[src/hltm_pkg.sv]
// package for the hardware limit timer mode block
// assumes a single 100 MHz timer clock and no register bus
package hltm_pkg;
    localparam logic [4:0] MODE_LVL_LOW_RST = 5'h06;
    localparam logic [4:0] MODE_LVL_HIGH_RST = 5'h07;
    localparam logic [4:0] MODE_SW_ONESHOT = 5'h08;
    localparam logic [4:0] MODE_EDGE_OS_RISE = 5'h09;
    localparam logic [4:0] MODE_EDGE_OS_FALL = 5'h0A;
    localparam logic [4:0] MODE_EDGE_OS_BOTH = 5'h0B;
    localparam logic [4:0] MODE_HLOS_RISE = 5'h0C;
    localparam logic [4:0] MODE_HLOS_FALL = 5'h0D;
    localparam logic [4:0] MODE_LROS_LOW = 5'h0E;
    localparam logic [4:0] MODE_LROS_HIGH = 5'h0F;
    localparam logic [4:0] MODE_MONO_RISE = 5'h11;
    localparam logic [4:0] MODE_MONO_FALL = 5'h12;
    localparam logic [4:0] MODE_MONO_BOTH = 5'h13;
    localparam logic [7:0] COUNT_ZERO = 8'h00;
    localparam logic [7:0] COUNT_ONE = 8'h01;
    localparam logic [7:0] PERIOD_RESET = 8'hFF;
    localparam logic [1:0] RESTART_CLOCKS = 2'h2;
    localparam logic [1:0] DELAY_IDLE = 2'h0;
    localparam logic [1:0] DELAY_STEP = 2'h1;
endpackage

[src/hltm_sync.sv]
// two flip-flop synchroniser for the external reset input
// assumes i_async may change at any time relative to i_clk
module hltm_sync (
    input wire logic i_clk,
    input wire logic i_rst_b,
    input wire logic i_async,
    output logic o_sync
);
    logic meta;
    always_ff @(posedge i_clk or negedge i_rst_b) begin
        if (!i_rst_b) begin
            meta <= 1'b0;
            o_sync <= 1'b0;
        end else begin
            meta <= i_async;
            o_sync <= meta;
        end
    end
endmodule

[src/hltm_timer.sv]
// mode control of an 8-bit period timer with external reset input
// assumes timer clock is I_MCLK; run bit and values come from software
module hltm_timer
    import hltm_pkg::*;
(
    input wire logic I_MCLK,
    input wire logic I_RST_B,
    input wire logic i_run_set,
    input wire logic i_run_clear,
    input wire logic [4:0] i_mode,
    input wire logic [7:0] i_period_value,
    input wire logic [7:0] i_pulse_width_value,
    input wire logic i_external_reset_input,
    output logic O_RUN,
    output logic [7:0] O_TIMER_COUNT,
    output logic O_PWM,
    output logic O_PERIOD_MATCH
);
    // ******************************************************
    // reset release and input synchronisation
    // ******************************************************
    // reset asserts at once but leaves only on a clock edge
    logic rst_meta;
    logic rst_b;
    always_ff @(posedge I_MCLK or negedge I_RST_B) begin
        if (!I_RST_B) begin
            rst_meta <= 1'b0;
            rst_b <= 1'b0;
        end else begin
            rst_meta <= 1'b1;
            rst_b <= rst_meta;
        end
    end

    // idle low after reset; edges seen with run low are ignored anyway
    logic ers;
    logic ers_prev;
    hltm_sync u_sync (
        .i_clk(I_MCLK),
        .i_rst_b(rst_b),
        .i_async(i_external_reset_input),
        .o_sync(ers)
    );
    always_ff @(posedge I_MCLK or negedge rst_b) begin
        if (!rst_b) begin
            ers_prev <= 1'b0;
        end else begin
            ers_prev <= ers;
        end
    end

    // ******************************************************
    // mode decoding
    // ******************************************************
    typedef enum logic [5:0] {
        CLS_LEVEL = 6'b000001,
        CLS_SWOS = 6'b000010,
        CLS_EDGEOS = 6'b000100,
        CLS_HLOS = 6'b001000,
        CLS_LROS = 6'b010000,
        CLS_MONO = 6'b100000
    } hltm_class_type;

    function automatic logic edge_hit(input logic [4:0] mode,
                                      input logic cur, input logic prev);
        logic rise;
        logic fall;
        rise = cur & ~prev;
        fall = ~cur & prev;
        unique case (mode)
            MODE_EDGE_OS_RISE, MODE_HLOS_RISE, MODE_MONO_RISE:
                edge_hit = rise;
            MODE_EDGE_OS_FALL, MODE_HLOS_FALL, MODE_MONO_FALL:
                edge_hit = fall;
            MODE_EDGE_OS_BOTH, MODE_MONO_BOTH:
                edge_hit = rise | fall;
            MODE_LROS_LOW:
                edge_hit = rise;
            MODE_LROS_HIGH:
                edge_hit = fall;
            default:
                edge_hit = 1'b0;
        endcase
    endfunction

    // one compare shared by the period and width matches
    function automatic logic value_hit(input logic [7:0] count,
                                       input logic [7:0] value);
        value_hit = (count == value);
    endfunction

    // ******************************************************
    // mode class
    // ******************************************************
    // unlisted codes decode as idle: no counting and no run clear
    hltm_class_type cls;
    logic cls_valid;
    always_comb begin
        cls = CLS_LEVEL;
        cls_valid = 1'b1;
        unique case (i_mode)
            MODE_LVL_LOW_RST, MODE_LVL_HIGH_RST: cls = CLS_LEVEL;
            MODE_SW_ONESHOT: cls = CLS_SWOS;
            MODE_EDGE_OS_RISE, MODE_EDGE_OS_FALL, MODE_EDGE_OS_BOTH:
                cls = CLS_EDGEOS;
            MODE_HLOS_RISE, MODE_HLOS_FALL: cls = CLS_HLOS;
            MODE_LROS_LOW, MODE_LROS_HIGH: cls = CLS_LROS;
            MODE_MONO_RISE, MODE_MONO_FALL, MODE_MONO_BOTH:
                cls = CLS_MONO;
            default: cls_valid = 1'b0;
        endcase
    end

    // ******************************************************
    // combinational control
    // ******************************************************
    logic edge_now;
    logic level_rst;
    logic per_match;
    logic wid_match;
    logic next_counting;
    logic hold_rst;
    logic start_evt;
    logic clear_run;
    logic counting;
    logic mono_done;
    logic delay_busy;
    logic [1:0] delay_cnt;
    logic pwm_set;
    logic pwm_clr;
    logic count_step;
    logic count_hold;
    logic hw_clear;

    always_comb begin
        edge_now = edge_hit(i_mode, ers, ers_prev);
        // low-level modes read the inverse; the two ff stages give the delay
        level_rst = (i_mode == MODE_LVL_LOW_RST || i_mode == MODE_LROS_LOW)
            ? ~ers : ers;
    end

    always_comb begin
        // the period match only counts while counting, never at an idle zero; the width match is ungated
        per_match = counting && value_hit(O_TIMER_COUNT, i_period_value);
        wid_match = value_hit(O_TIMER_COUNT, i_pulse_width_value);
    end

    always_comb begin
        hold_rst = 1'b0;
        start_evt = 1'b0;
        clear_run = 1'b0;
        next_counting = counting;
        unique case (cls)
            CLS_LEVEL: begin
                hold_rst = O_RUN && level_rst;
                next_counting = O_RUN && !level_rst;
                start_evt = O_RUN && !level_rst && !counting;
            end
            CLS_SWOS: begin
                next_counting = O_RUN;
                start_evt = O_RUN && !counting && O_TIMER_COUNT == COUNT_ZERO;
                clear_run = per_match;
            end
            CLS_EDGEOS: begin
                start_evt = O_RUN && !counting && edge_now;
                next_counting = O_RUN && (counting || edge_now);
                clear_run = per_match;
            end
            CLS_HLOS: begin
                hold_rst = O_RUN && counting && edge_now;
                start_evt = O_RUN && edge_now;
                next_counting = O_RUN && (counting || edge_now);
                clear_run = per_match;
            end
            CLS_LROS: begin
                hold_rst = O_RUN && level_rst;
                start_evt = O_RUN && !counting && edge_now;
                next_counting = O_RUN && !level_rst && (counting || edge_now);
                clear_run = per_match;
            end
            CLS_MONO: begin
                start_evt = O_RUN && !counting && !mono_done
                    && edge_now;
                next_counting = O_RUN && !mono_done
                    && (counting || edge_now) && !per_match;
            end
        endcase
        if (!cls_valid) begin
            next_counting = 1'b0;
            start_evt = 1'b0;
        end
    end

    // ******************************************************
    // run bit: hardware clear loses to a software set
    // ******************************************************
    // an unlisted mode never clears the run bit by itself
    assign hw_clear = clear_run && cls_valid;

    always_ff @(posedge I_MCLK or negedge rst_b) begin
        if (!rst_b) begin
            O_RUN <= 1'b0;
        end else if (i_run_set) begin
            O_RUN <= 1'b1;
        end else if (i_run_clear || hw_clear) begin
            O_RUN <= 1'b0;
        end
    end

    // ******************************************************
    // restart delay after an edge reset in limit one-shot mode
    // ******************************************************
    always_ff @(posedge I_MCLK or negedge rst_b) begin
        if (!rst_b) begin
            delay_cnt <= DELAY_IDLE;
        end else if (!O_RUN) begin
            delay_cnt <= DELAY_IDLE;
        end else if (hold_rst && cls == CLS_HLOS) begin
            delay_cnt <= RESTART_CLOCKS;
        end else if (delay_cnt != DELAY_IDLE) begin
            delay_cnt <= delay_cnt - DELAY_STEP;
        end
    end
    assign delay_busy = (delay_cnt != DELAY_IDLE);

    // ******************************************************
    // count step and hold
    // ******************************************************
    // the restart delay only ever follows an edge reset in limit one-shot
    always_comb begin
        count_step = counting && O_RUN && !delay_busy;
        count_hold = cls == CLS_MONO && (per_match || mono_done);
    end

    // ******************************************************
    // counter and its state
    // ******************************************************
    always_ff @(posedge I_MCLK or negedge rst_b) begin
        if (!rst_b) begin
            counting <= 1'b0;
        end else if (!O_RUN) begin
            counting <= 1'b0;
        end else begin
            counting <= next_counting;
        end
    end

    always_ff @(posedge I_MCLK or negedge rst_b) begin
        if (!rst_b) begin
            mono_done <= 1'b0;
        end else if (!O_RUN) begin
            mono_done <= 1'b0;
        end else if (cls == CLS_MONO && per_match) begin
            mono_done <= 1'b1;
        end
    end

    always_ff @(posedge I_MCLK or negedge rst_b) begin
        if (!rst_b) begin
            O_TIMER_COUNT <= COUNT_ZERO;
        end else if (!O_RUN && cls != CLS_SWOS) begin
            O_TIMER_COUNT <= COUNT_ZERO;
        end else if (hold_rst) begin
            O_TIMER_COUNT <= COUNT_ZERO;
        end else if (count_hold) begin
            O_TIMER_COUNT <= O_TIMER_COUNT;
        end else if (per_match) begin
            O_TIMER_COUNT <= COUNT_ZERO;
        end else if (count_step) begin
            O_TIMER_COUNT <= O_TIMER_COUNT + COUNT_ONE;
        end
    end

    always_ff @(posedge I_MCLK or negedge rst_b) begin
        if (!rst_b) begin
            O_PERIOD_MATCH <= 1'b0;
        end else begin
            O_PERIOD_MATCH <= per_match;
        end
    end

    // ******************************************************
    // pwm drive
    // ******************************************************
    // software one-shot keeps its count while run is low, so the drive
    // simply stays set until the width match is reached again
    always_comb begin
        pwm_set = 1'b0;
        pwm_clr = 1'b0;
        if (start_evt) begin
            pwm_set = 1'b1;
        end else if (cls == CLS_LEVEL && per_match && O_RUN) begin
            // level mode starts a fresh pulse on every wrap
            pwm_set = 1'b1;
        end else if (!O_RUN && cls != CLS_SWOS) begin
            pwm_clr = 1'b1;
        end else if (counting && O_RUN && !hold_rst && wid_match
                     && O_TIMER_COUNT != COUNT_ZERO) begin
            // a held reset wins over the width match
            pwm_clr = 1'b1;
        end
    end

    // ******************************************************
    // pwm register
    // ******************************************************
    always_ff @(posedge I_MCLK or negedge rst_b) begin
        if (!rst_b) begin
            O_PWM <= 1'b0;
        end else if (pwm_set) begin
            O_PWM <= 1'b1;
        end else if (pwm_clr) begin
            O_PWM <= 1'b0;
        end
    end
endmodule

[config.mk]
export PLATFORM = sky130hd
export DESIGN_NAME = hltm_timer
export DESIGN_NICKNAME = d
export VERILOG_FILES = /design/src/hltm_pkg.sv /design/src/hltm_sync.sv /design/src/hltm_timer.sv
export SDC_FILE = /design/constraint.sdc
export NUM_CORES = 1
export LEC_CHECK = 0
export ABC_AREA = 1
export BUFFER_PORTS_ARGS = -buffer_cell sky130_fd_sc_hd__buf_2
export CAP_MARGIN = 20
export CORE_MARGIN = 8
export CORE_UTILIZATION = 60
export CTS_BUF_LIST = sky130_fd_sc_hd__clkbuf_4
export DETAILED_ROUTE_END_ITERATION = 10
export GPL_ROUTABILITY_DRIVEN = 1
export MAX_ROUTING_LAYER = met4
export PLACE_DENSITY = 0.93
export SYNTH_ARGS = -nofsm -noshare
export SYNTH_HDL_FRONTEND = slang
export SYNTH_SLANG_ARGS = --single-unit
[constraint.sdc]
create_clock -name I_MCLK -period 0.95 [get_ports I_MCLK]
set_input_delay 0.1425 -clock I_MCLK [delete_from_list [all_inputs] [get_ports I_MCLK]]
set_output_delay 0.1425 -clock I_MCLK [all_outputs]
set_load 0.005 [all_outputs]
==> results.tsv, run 1 <==
stage	metric	value	unit
synth	Syn. warnings	0	
synth	synthesized cell area	1740	sq um
clock_tree	cts bufs inserted	3	
synth	register bit total from synthesis	20	
synth	Syn Nets	288	
floorplanning	Die Ht	69.8	microns
synth	cell count after synthesis	257	
floorplanning	top-level I/O count	37	
sta	Worst EP post-GRT repair	O_TIMER_COUNT[3]$_DFFE_PN0P_/D	
floorplanning	row count	19	
clock_tree	clk sinks	20	
place	Placed Instances	371	
synth	Yosys cell types	38	
place	port bufs	36	
run_status	Error	[ERROR DPL-0038] Utilization greater than 100%, impossible to legalize	
synth	Primary FF master, synth	dfrtp_1	
clock_tree	CTS max path bufs	2	
floorplanning	overall die width	69.8	microns
synth	syn_area_per_cell	6.76	sq um
synth	FFs w/ async S/R, synth	100	%
clock_tree	H-tree levels	1	
clock_tree	CTS root buf	clkbuf_4	
run_status	outcome	did not finish	
floorplanning	Initial Util	63.0	%
global_route	largest net degree at the start of global routing	11	
synth	Post-synth EDFFs	0	
place	detailed placement HPWL	4660	microns
sta	WEP type	sequential cell input	
synth	Seq/Total Area, Yosys	28.8	%
run_status	Failed at	5_1_grt	
place	GP Congestion	0.968	
[metrics by stage]
step | setup WS, ps | cell area [sq um] | hold slack, ps
CTS | -701 | 2590 | 2.32
detailed placement | -759 | 2340 | -69.7
global placement | -647 | 2340 | -72.4
floorplan | -734 | 1770 | -153
[synthesized netlist by cell type (2+ instances only)]
library cell | instances | area, sq um
a21oi_1 | 7 | 35.0
buf_4 | 2 | 15.0
buf_6 | 2 | 22.5
dfrtp_1 | 20 | 500
ha_1 | 5 | 62.6
inv_1 | 27 | 101
inv_2 | 5 | 18.8
nand2_1 | 63 | 236
nand2_4 | 3 | 33.8
nand3_1 | 30 | 150
nand4_1 | 3 | 18.8
nor2_1 | 39 | 146
nor2_2 | 3 | 18.8
nor3_1 | 6 | 30.0
o21ai_0 | 7 | 35.0
o31ai_1 | 2 | 15.0
or2_2 | 2 | 12.5
xnor2_1 | 7 | 61.3
xor2_1 | 5 | 43.8
[logic make-up after synthesis]
group,count (synthesis),synth area share [%]
AOI/OAI and AO/OA,22,8.21
xor gates and xnor gates,12,6.05
adders and majority gates,5,3.60
buffers and inverters,38,9.65
DFF,20,28.8
other,1,0.216
and+or+nand+nor,159,43.4
[repair_timing]
action | in CTS
setup buffers | 4
endpoints found under the hold margin | 3
gates resized for setup | 41
endpoints found under the setup margin | 26
hold buffers | 2
pin swaps | 11
==> run 2, diff against run 1 <==
- CORE_UTILIZATION: 60 -> 40
- CTS_BUF_LIST: sky130_fd_sc_hd__clkbuf_4 -> not set
- MAX_ROUTING_LAYER: met4 -> not set
- PLACE_DENSITY: 0.93 -> not set
- PLACE_DENSITY_LB_ADDON: not set -> 0.15
==> run 2 against run 1 <==
Against the previous run:
- the flow now finishes, with violations (negative setup slack)
- area after synthesis unchanged
- synthesized cell count stayed put
==> results.tsv, run 2 <==
stage	metric	value	unit	change
hold_path	Min-Delay Endpoint	O_RUN$_DFFE_PN0P_		
power_and_ir_drop	Max VDD drop	1230	uV	
cells_and_area	fin util	63.9	%	
synth	Primary FF master, synth	dfrtp_1		
cells_and_area	share of cells above drive strength 1	44.5	%	
cells_and_area	most frequent cells in the layout	59 x nand2_1, 54 x buf_4, 33 x nor2_1, 29 x buf_2, 28 x nand3_1		
run_status	outcome	finished with violations		
floorplanning	overall die width	81.9	microns	+17%
clock_tree	CTS max path bufs	2		unchanged
place	GP Congestion	0.896		-7.4%
clock_tree	cts bufs inserted	3		unchanged
sta	final hold viol count	0		
sta	Max Clk Rate	614	MHz	
place	port bufs	36		unchanged
worst_setup_path	delay-heaviest family, CP	simple AND/OR/NAND/NOR gates		
run_status	violations in the final reports	negative setup slack		
global_route	initial antenna violation count	0		
synth	Yosys top cell by area	dfrtp_1		
clock_tree	CTS clk-pin slew, worst paths	70	ps	
clock_tree	CTS tree	yes		
place	pre-CTS setup slack	-697	ps	+62.3 ps
cells_and_area	n_diodes	0		
sta	Slew Viols, Final	0		
floorplanning	row count	24		+5
worst_setup_path	Worst Path Max Fanout	3		
worst_setup_path	r2r setup slk	-680	ps	
worst_setup_path	CP Class	flop to flop		
worst_setup_path	reg-to-reg startpoint	O_TIMER_COUNT[0]$_DFFE_PN0P_		
sta	Tcrit/Tclk final	172	%	
cells_and_area	Finished Layout Cells	409		
global_route	met2 usage in global routing	25.0	%	
sta	Period minus WS final	1630	ps	
sta	RSZ-0062 raised after global routing	yes		
routing	First-pass DRT Iterations	4		
cells_and_area	commonest non-fill, non-tap cell in the layout	nand2_1		
synth	most frequent cell after synthesis	nand2_1		
routing	vias	1957		
synth	Yosys top cell area share	28.8	%	unchanged
cells_and_area	largest registers	O_TIMER_COUNT: 8 flops, delay_cnt: 2 flops		
synth	Syn Nets	288		unchanged
routing	Final ANT Viol Nets	0		
cells_and_area	Most flops, register	O_TIMER_COUNT		
synth	FFs w/ async S/R, synth	100	%	unchanged
job	max_cap viols	0		
worst_setup_path	CP arrival	1780	ps	
synth	Seq/Total Area, Yosys	28.8	%	unchanged
synth	syn_area_per_cell	6.76	sq um	unchanged
worst_setup_path	Worst setup SP type	flop		
clock_tree	worst-skew pair later-pin latency	260	ps	
synth	Yosys cell types	38		unchanged
routing	DR vias/cell	4.78		
synth	synthesized cell area	1740	sq um	unchanged
floorplanning	die area	6710	sq um	
global_route	met1 Use GR	22.3	%	
worst_setup_path	r2r endpoint	O_TIMER_COUNT[0]$_DFFE_PN0P_		
power_and_ir_drop	Cell Pwr Density	1130	nW/um^2	
worst_setup_path	slowest cell on the critical path	dfrtp_2		
sta	final hold slack	95.8	ps	
global_route	Most Crowded Layer GR	met2		
global_route	grt ovf	0		
global_route	largest net degree at the start of global routing	12		
global_route	vias in the first global route	1870		
sta	Final Setup Violations	24		
synth	Syn. warnings	0		unchanged
worst_setup_path	CP Capture Type	flop		
cells_and_area	fillers	366		
floorplanning	Die Ht	81.9	microns	+17%
cells_and_area	Final Net Count	389		
hold_path	hold path start	i_run_set		
worst_setup_path	Worst Reg2Reg Path Length in Cells	9		
place	Placed Instances	396		+6.7%
global_route	GR Layer Usage met3	3.06	%	
hold_path	Hold Crit Class	input port to flop		
sta	final worst slack	-680	ps	
worst_setup_path	Buffers & Inverters on Critical Path	1		
sta	slew margin rel.	66.6	%	
synth	commonest cells in the netlist	63 x nand2_1, 39 x nor2_1, 30 x nand3_1		
routing	DRT iter0 DRCs	85		
cells_and_area	max FFs per register	8		
synth	largest cells by area after synthesis	dfrtp_1 29%, nand2_1 14%, nand3_1 8.6%		
sta	Fin Setup TNS	-10410	ps	
routing	# DRC	0		
hold_path	worst hold stages	2		
worst_setup_path	crit path cell chain	inv_2 -> nor2_2 -> nor3_4 -> nand4_4 -> nand2_4 -> nand2_4 -> or2_4 -> nand3_1 -> nand2_1		
power_and_ir_drop	leakage power	0.00143	uW	
sta	pin slew with the least headroom to its limit	495	ps	
synth	cell count after synthesis	257		unchanged
place	detailed placement HPWL	4160	microns	-11%
routing	WL/cell	12.7	microns	
floorplanning	top-level I/O count	37		unchanged
global_route	first-pass GRT wire length	8510	microns	
sta	clock skew	8.22	ps	
worst_setup_path	Worst path most repeated cell	nand2_4		
worst_setup_path	CP required	1100	ps	
floorplanning	core box area	4260	sq um	
worst_setup_path	Worst path max stage delay	450	ps	
clock_tree	CTS root buf	clkbuf_8		
global_route	GRT Util Overall	16.0	%	
synth	register bit total from synthesis	20		unchanged
clock_tree	H-tree levels	1		unchanged
clock_tree	clk sinks	20		unchanged
cells_and_area	area delta synth->final	56.8	%	
floorplanning	Initial Util	40.7	%	-22 points
synth	Post-synth EDFFs	0		unchanged
routing	Post-Route WL	5180	microns	
## run 2: cell counts after synthesis
Identical to the previous run, type by type.
## run 2: metrics by stage
stage | instance area (sq um) | power (uW)
detailed placement | 2400 | 2310
CTS | 2660 | 3080
floorplan | 1770 | 1760
global placement | 2400 | 2290
finish | 2720 | 3090
global route | 2720 | 3310
## run 2: worst register-to-register path, delay by kind of cell (launching register included)
kind | cells | cell delay, ps
AND/OR/NAND/NOR | 8 | 990
flip-flops | 1 | 450
buffers and inverters | 1 | 90
## run 2: layout make-up
type | count | area (sq um) | share of cell area, %
clock buffer | 4 | 55.1 | 2.02
inverter | 32 | 120 | 4.41
multi-input combinational | 199 | 1220 | 44.7
sequential | 20 | 504 | 18.5
tap | 52 | 65.1 | 2.39
timing repair buffer | 102 | 762 | 28.0
## run 2: worst max-delay path by stage
| stage | start | endpoint | slack, ps | cells past startpoint |
|---|---|---|---|---|
| 2_1_floorplan | O_TIMER_COUNT[6]$_DFFE_PN0P_ | O_TIMER_COUNT[0]$_DFFE_PN0P_ | -730 | 11 |
| 3_3_place_gp | i_mode[4] | O_TIMER_COUNT[0]$_DFFE_PN0P_ | -710 | 14 |
| 3_5_place_dp | i_mode[2] | O_TIMER_COUNT[5]$_DFFE_PN0P_ | -700 | 14 |
| 4_1_cts | O_TIMER_COUNT[0]$_DFFE_PN0P_ | O_TIMER_COUNT[5]$_DFFE_PN0P_ | -660 | 10 |
| 5_1_grt | O_TIMER_COUNT[0]$_DFFE_PN0P_ | O_TIMER_COUNT[3]$_DFFE_PN0P_ | -780 | 10 |
| 6_report | O_TIMER_COUNT[0]$_DFFE_PN0P_ | O_TIMER_COUNT[0]$_DFFE_PN0P_ | -680 | 9 |
## run 2: what timing repair did
| action | in CTS | in global routing |
|---|---|---|
| resized for setup | 35 | 12 |
| hold buffers | 2 | 0 |
| buffers inserted | 5 | 3 |
| endpoints found under the setup margin | 24 | 24 |
| endpoints found under the hold margin | 3 | 0 |
| gates cloned | 0 | 0 |
| pin swaps | 10 | 5 |
## run 2: report_power, final
group / switching, uW / internal [uW]
sequential: 83.9 / 957
combinational: 727 / 691
clock: 260 / 368
total: 1070 / 2020
## run 2: cell families after synthesis
family	Yosys count	share of synthesized area [%]
simple gates	159	43.4
buf+inv	38	9.65
compound gates	22	8.21
flops	20	28.8
xor+xnor	12	6.05
fa+ha+maj	5	3.60
other cells	1	0.216
## run 2: per-layer routing
layer	vias up	part of all wire [%]	wire, microns
li1	1023	-	-
met2	60	44	2300
met4	0	0.68	35
met1	868	48	2470
met3	6	7.1	366
met5	-	0	0
(Power assumes the default switching activity.)
==> run 3, diff against run 2 <==
- SKIP_LAST_GASP: not set -> 1
==> run 3 against run 2 <==
Against the previous run:
- the flow still finishes with violations (negative setup slack)
- clock-buffer cell count is the same
- power grew 2.5%
- via count grew 0.10%
- die area is the same
- clock skew shrank 1.4 ps
- first-iteration DRC count grew 49%
- critical path depth grew 2
- sequential power is essentially flat
- sequential share of layout area is essentially flat
- wire length grew 1.8%
- cell count is the same
- largest power group unchanged
- highest routed layer unchanged
==> results.tsv, run 3 (synthesis gave the netlist of run 2 again) <==
stage	metric	value	unit	change
worst_setup_path	r2r setup slk	-690	ps	about the same
cells_and_area	Most flops, register	O_TIMER_COUNT		
place	Placed Instances	396		unchanged
cells_and_area	commonest non-fill, non-tap cell in the layout	nand2_1		
sta	Period minus WS final	1640	ps	+13.9 ps
cells_and_area	largest registers	O_TIMER_COUNT: 8 flops, delay_cnt: 2 flops		
hold_path	Min-Delay Endpoint	O_RUN$_DFFE_PN0P_		
sta	final hold slack	93.7	ps	-2.11 ps
job	max_cap viols	0		unchanged
hold_path	worst hold stages	2		unchanged
floorplanning	Die Ht	81.9	microns	unchanged
cells_and_area	most frequent cells in the layout	57 x nand2_1, 50 x buf_4, 33 x nor2_1, 31 x buf_2, 27 x nand3_1		
sta	final worst slack	-694	ps	-13.9 ps
cells_and_area	share of cells above drive strength 1	44.8	%	+0.28 points
worst_setup_path	crit path cell chain	inv_2 -> ha_4 -> inv_2 -> nand2_2 -> nand3_4 -> nand2_4 -> buf_4 -> nand4_2 -> nand2_8 -> nand2_1 -> nand2_1		
sta	clock skew	6.77	ps	-1.45 ps
power_and_ir_drop	leakage power	0.00144	uW	+0.23%
hold_path	hold path start	i_run_set		
place	GP Congestion	0.896		unchanged
routing	First-pass DRT Iterations	4		unchanged
worst_setup_path	CP Class	flop to flop		
routing	WL/cell	12.9	microns	+1.8%
clock_tree	CTS clk-pin slew, worst paths	70	ps	about the same
place	port bufs	36		unchanged
sta	Tcrit/Tclk final	173	%	+1.5 points
clock_tree	cts bufs inserted	3		unchanged
cells_and_area	fin util	63.9	%	about the same
run_status	violations in the final reports	negative setup slack		
worst_setup_path	reg-to-reg startpoint	u_sync.o_sync$_DFF_PN0_		
clock_tree	worst-skew pair later-pin latency	250	ps	about the same
power_and_ir_drop	Max VDD drop	1230	uV	about the same
cells_and_area	max FFs per register	8		unchanged
cells_and_area	area delta synth->final	57.0	%	about the same
clock_tree	CTS root buf	clkbuf_8		
global_route	grt ovf	0		unchanged
global_route	GRT Util Overall	15.8	%	-0.16 points
worst_setup_path	CP arrival	1840	ps	+60 ps
cells_and_area	n_diodes	0		unchanged
sta	RSZ-0062 raised after global routing	yes		
clock_tree	clk sinks	20		unchanged
sta	final hold viol count	0		unchanged
power_and_ir_drop	Cell Pwr Density	1160	nW/um^2	+2.4%
global_route	initial antenna violation count	0		unchanged
worst_setup_path	Worst Reg2Reg Path Length in Cells	11		+2
cells_and_area	Final Net Count	389		unchanged
worst_setup_path	CP required	1150	ps	+50 ps
run_status	outcome	finished with violations		
clock_tree	CTS max path bufs	2		unchanged
worst_setup_path	CP Capture Type	flop		
clock_tree	CTS tree	yes		
sta	Max Clk Rate	608	MHz	-0.84%
routing	DR vias/cell	4.79		+0.10%
floorplanning	Initial Util	40.7	%	unchanged
worst_setup_path	delay-heaviest family, CP	simple AND/OR/NAND/NOR gates		
worst_setup_path	Buffers & Inverters on Critical Path	3		+2
place	detailed placement HPWL	4160	microns	unchanged
floorplanning	overall die width	81.9	microns	unchanged
worst_setup_path	Worst setup SP type	flop		
worst_setup_path	r2r endpoint	O_TIMER_COUNT[5]$_DFFE_PN0P_		
routing	Post-Route WL	5270	microns	+1.8%
global_route	first-pass GRT wire length	8420	microns	-0.98%
routing	# DRC	0		unchanged
sta	Final Setup Violations	24		unchanged
hold_path	Hold Crit Class	input port to flop		
floorplanning	die area	6710	sq um	unchanged
floorplanning	row count	24		unchanged
global_route	largest net degree at the start of global routing	12		unchanged
routing	Final ANT Viol Nets	0		unchanged
clock_tree	H-tree levels	1		unchanged
worst_setup_path	slowest cell on the critical path	dfrtp_1		
floorplanning	core box area	4260	sq um	unchanged
floorplanning	top-level I/O count	37		unchanged
routing	DRT iter0 DRCs	127		+49%
global_route	vias in the first global route	1851		-1.0%
routing	vias	1959		+0.10%
power_and_ir_drop	Final Total Pwr	3170	uW	+2.5%
cells_and_area	Finished Layout Cells	409		unchanged
worst_setup_path	Worst Path Max Fanout	8		+5
sta	Slew Viols, Final	0		unchanged
worst_setup_path	Worst path max stage delay	380	ps	-70 ps
sta	Fin Setup TNS	-10400	ps	+9.70 ps
-- run 3: worst max-delay path by stage --
stage | cells past startpoint | slack [ps] | to | startpoint
2_1_floorplan | 11 | -730 | O_TIMER_COUNT[0]$_DFFE_PN0P_ | O_TIMER_COUNT[6]$_DFFE_PN0P_
3_3_place_gp | 14 | -710 | O_TIMER_COUNT[0]$_DFFE_PN0P_ | i_mode[4]
3_5_place_dp | 14 | -700 | O_TIMER_COUNT[5]$_DFFE_PN0P_ | i_mode[2]
4_1_cts | 10 | -660 | O_TIMER_COUNT[5]$_DFFE_PN0P_ | O_TIMER_COUNT[0]$_DFFE_PN0P_
5_1_grt | 11 | -800 | O_TIMER_COUNT[3]$_DFFE_PN0P_ | u_sync.o_sync$_DFF_PN0_
6_report | 11 | -690 | O_TIMER_COUNT[5]$_DFFE_PN0P_ | u_sync.o_sync$_DFF_PN0_
-- run 3: metal layers --
layer / wire length, microns / track usage (%) / share of wire, %
met1: 2480 / 22.2 / 47
met2: 2410 / 24.6 / 46
met3: 345 / 2.95 / 6.5
met4: 35 / 2.98 / 0.66
met5: 0 / 0 / 0
-- run 3: power breakdown --
part	switching, uW	internal [uW]
Clock	256	368
Sequential	84.3	957
Combinational	754	746
-- run 3: repair_timing --
item | CTS | global route
hold buffers | 2 | 0
gates resized for setup | 27 | 24
hold endpoints to repair | 3 | 0
buffers inserted | 5 | 6
setup endpoints to repair | 24 | 24
pin swaps | 10 | 7
-- run 3: metrics by stage --
step                setup WS, ps  area, sq um
global route                -795         2730
floorplan                   -734         1770
finish                      -694         2730
detailed placement          -697         2400
CTS                         -664         2610
global placement            -710         2400
-- run 3: final cells by class --
cell class                      count  area [sq um]
Multi-Input combinational cell    199          1220
Timing Repair Buffer              102           764
Tap cell                           52          65.1
Fill cell                         364          1540
Clock buffer                        4          55.1
Sequential cell                    20           504
Inverter                           32           120
==> run 4, diff against run 3 <==
==> constraint.sdc (replaced) <==
create_clock -name I_MCLK -period 0.95 [get_ports I_MCLK]
set_input_delay 0.19 -clock I_MCLK [delete_from_list [all_inputs] [get_ports I_MCLK]]
set_output_delay 0.19 -clock I_MCLK [all_outputs]
set_load 0.005 [all_outputs]
==> run 4 against run 3 <==
Against the previous run:
- core utilization grew 1.3 points
- highest routed layer unchanged
- fmax fell by 2.4%
- sequential power about the same
- wire length up 1.9%
- clock power decreased by 11%
- largest power group unchanged
- clock-buffer cell count down 1
- combinational power fell by 5%
- the flow still finishes with violations (negative setup slack)
==> results.tsv, run 4 (synthesis gave the netlist of run 2 again) <==
stage	metric	value	unit	change
hold_path	hold path start	i_external_reset_input		
clock_tree	CTS max path bufs	2		unchanged
floorplanning	die area	6710	sq um	unchanged
worst_setup_path	Worst Path Max Fanout	8		unchanged
sta	Tcrit/Tclk final	177	%	+4.2 points
routing	DR vias/cell	4.81		+0.53%
global_route	initial antenna violation count	0		unchanged
worst_setup_path	Worst Reg2Reg Path Length in Cells	12		+1
place	port bufs	36		unchanged
worst_setup_path	CP Class	flop to flop		
routing	First-pass DRT Iterations	4		unchanged
sta	Final Setup Violations	25		+4.2%
cells_and_area	share of cells above drive strength 1	46.2	%	+1.3 points
global_route	largest net degree at the start of global routing	19		+7
sta	clock skew	0.807	ps	-5.97 ps
place	GP Congestion	0.870		-2.9%
routing	vias	2003		+2.2%
worst_setup_path	Worst setup SP type	flop		
worst_setup_path	r2r setup slk	-730	ps	-40 ps
worst_setup_path	r2r endpoint	O_TIMER_COUNT[7]$_DFFE_PN0P_		
sta	final worst slack	-734	ps	-40.3 ps
worst_setup_path	CP arrival	1870	ps	+30 ps
sta	Max Clk Rate	594	MHz	-2.4%
clock_tree	CTS root buf	clkbuf_8		
sta	Period minus WS final	1680	ps	+40.3 ps
global_route	GRT Util Overall	16.1	%	+0.32 points
clock_tree	worst-skew pair later-pin latency	250	ps	about the same
floorplanning	row count	24		unchanged
sta	Fin Setup TNS	-11320	ps	-918 ps
place	dpl cell area	2440	sq um	+1.6%
floorplanning	Die Ht	81.9	microns	unchanged
cells_and_area	largest registers	O_TIMER_COUNT: 8 flops, delay_cnt: 2 flops		
cells_and_area	area delta synth->final	60.2	%	
hold_path	worst hold stages	1		-1
global_route	grt ovf	0		unchanged
routing	Post-Route WL	5370	microns	+1.9%
hold_path	Min-Delay Endpoint	u_sync.meta$_DFF_PN0_		
clock_tree	CTS tree	yes		
power_and_ir_drop	leakage power	0.00148	uW	+3.0%
floorplanning	top-level I/O count	37		unchanged
clock_tree	clk sinks	20		unchanged
cells_and_area	max FFs per register	8		unchanged
routing	# DRC	0		unchanged
worst_setup_path	CP required	1140	ps	about the same
cells_and_area	n_diodes	0		unchanged
floorplanning	overall die width	81.9	microns	unchanged
global_route	first-pass GRT wire length	8670	microns	+3.0%
worst_setup_path	CP Capture Type	flop		
cells_and_area	final instance area	2780	sq um	+2.0%
sta	final hold viol count	0		unchanged
cells_and_area	fin util	65.2	%	+1.3 points
clock_tree	cts bufs inserted	3		unchanged
place	detailed placement HPWL	4090	microns	-1.7%
clock_tree	CTS clk-pin slew, worst paths	70	ps	about the same
floorplanning	Initial Util	40.7	%	unchanged
run_status	violations in the final reports	negative setup slack		
routing	Final ANT Viol Nets	0		unchanged
hold_path	Hold Crit Class	input port to flop		
power_and_ir_drop	Final Total Pwr	3010	uW	-4.8%
cells_and_area	Most flops, register	O_TIMER_COUNT		
sta	RSZ-0062 raised after global routing	yes		
cells_and_area	commonest non-fill, non-tap cell in the layout	buf_4		
sta	Slew Viols, Final	0		unchanged
power_and_ir_drop	Cell Pwr Density	1080	nW/um^2	-6.7%
run_status	outcome	finished with violations		
clock_tree	H-tree levels	1		unchanged
global_route	vias in the first global route	1908		+3.1%
routing	WL/cell	12.9	microns	+0.15%
power_and_ir_drop	Max VDD drop	1300	uV	+5.6%
worst_setup_path	reg-to-reg startpoint	O_TIMER_COUNT[1]$_DFFE_PN0P_		
floorplanning	core box area	4260	sq um	unchanged
routing	DRT iter0 DRCs	114		-10%
cells_and_area	Final Net Count	397		+2.1%
cells_and_area	most frequent cells in the layout	55 x buf_4, 53 x nand2_1, 33 x nor2_1, 30 x nand3_1, 30 x buf_2		
job	max_cap viols	0		unchanged
-- run 4: changes by cell type in the layout (fill, tap and decap cells not counted), sizes merged --
cell         change
clkbuf           -1
buf              +9
dlygate4sd3      -1
-- run 4: metrics by stage --
step | std cells | hold WS, ps | worst slack [ps]
final | 416 | 40.4 | -734
after global routing | 416 | 29.9 | -852
after CTS | 413 | 32.9 | -719
after detailed placement | 400 | -22.0 | -744
after global placement | 400 | -22.7 | -731
after floorplan | 257 | -106 | -734
-- run 4: routing by layer --
layer / vias to the layer above / GRT usage, % / share of wire, %
met4: 0 / 3.16 / 1.2
met1: 913 / 22.6 / 49
met3: 6 / 2.41 / 4.5
li1: 1039 / - / -
met2: 45 / 25.6 / 46
met5: - / 0 / 0
-- run 4: power by group --
part / switching [uW] / internal [uW] / total (uW)
combinational: 749 / 685 / 1430
clock: 273 / 282 / 554
sequential: 67.6 / 956 / 1020
total: 1090 / 1920 / 3010
-- run 4: cell type report --
class	count	area [sq um]
sequential	20	504
tap	52	65.1
inverter	32	120
fill	365	1480
clock buffer	3	41.3
multi-input combinational	199	1210
timing repair buffer	110	843
-- run 4: timing repair --
item	CTS	global route
hold buffers	1	0
resized for setup	37	20
pin swaps	16	10
hold endpoints to repair	2	0
setup buffers	10	8
endpoints found under the setup margin	25	26
-- run 4: worst max path at each step --
stage	from	endpoint	slack, ps	cells past startpoint
finish	O_TIMER_COUNT[1]$_DFFE_PN0P_	O_TIMER_COUNT[7]$_DFFE_PN0P_	-730	12
detailed placement	O_TIMER_COUNT[1]$_DFFE_PN0P_	O_TIMER_COUNT[3]$_DFFE_PN0P_	-740	12
floorplan	O_TIMER_COUNT[6]$_DFFE_PN0P_	O_TIMER_COUNT[0]$_DFFE_PN0P_	-730	11
global route	O_TIMER_COUNT[2]$_DFFE_PN0P_	O_TIMER_COUNT[7]$_DFFE_PN0P_	-850	10
CTS	O_TIMER_COUNT[0]$_DFFE_PN0P_	O_TIMER_COUNT[3]$_DFFE_PN0P_	-720	11
global placement	i_mode[4]	O_TIMER_COUNT[3]$_DFFE_PN0P_	-730	13
-- run 4: worst max-delay path, cell delays in order (launching register included) --
cell and delay, ps:
dfrtp_2 380, inv_2 40, buf_6 110, nand2_2 50
nand2_2 60, nor3_4 200, nand4_4 150, nand2_4 90
nand2_4 40, or2_4 260, nand2_8 110, nand2_1 60
nand2_1 70
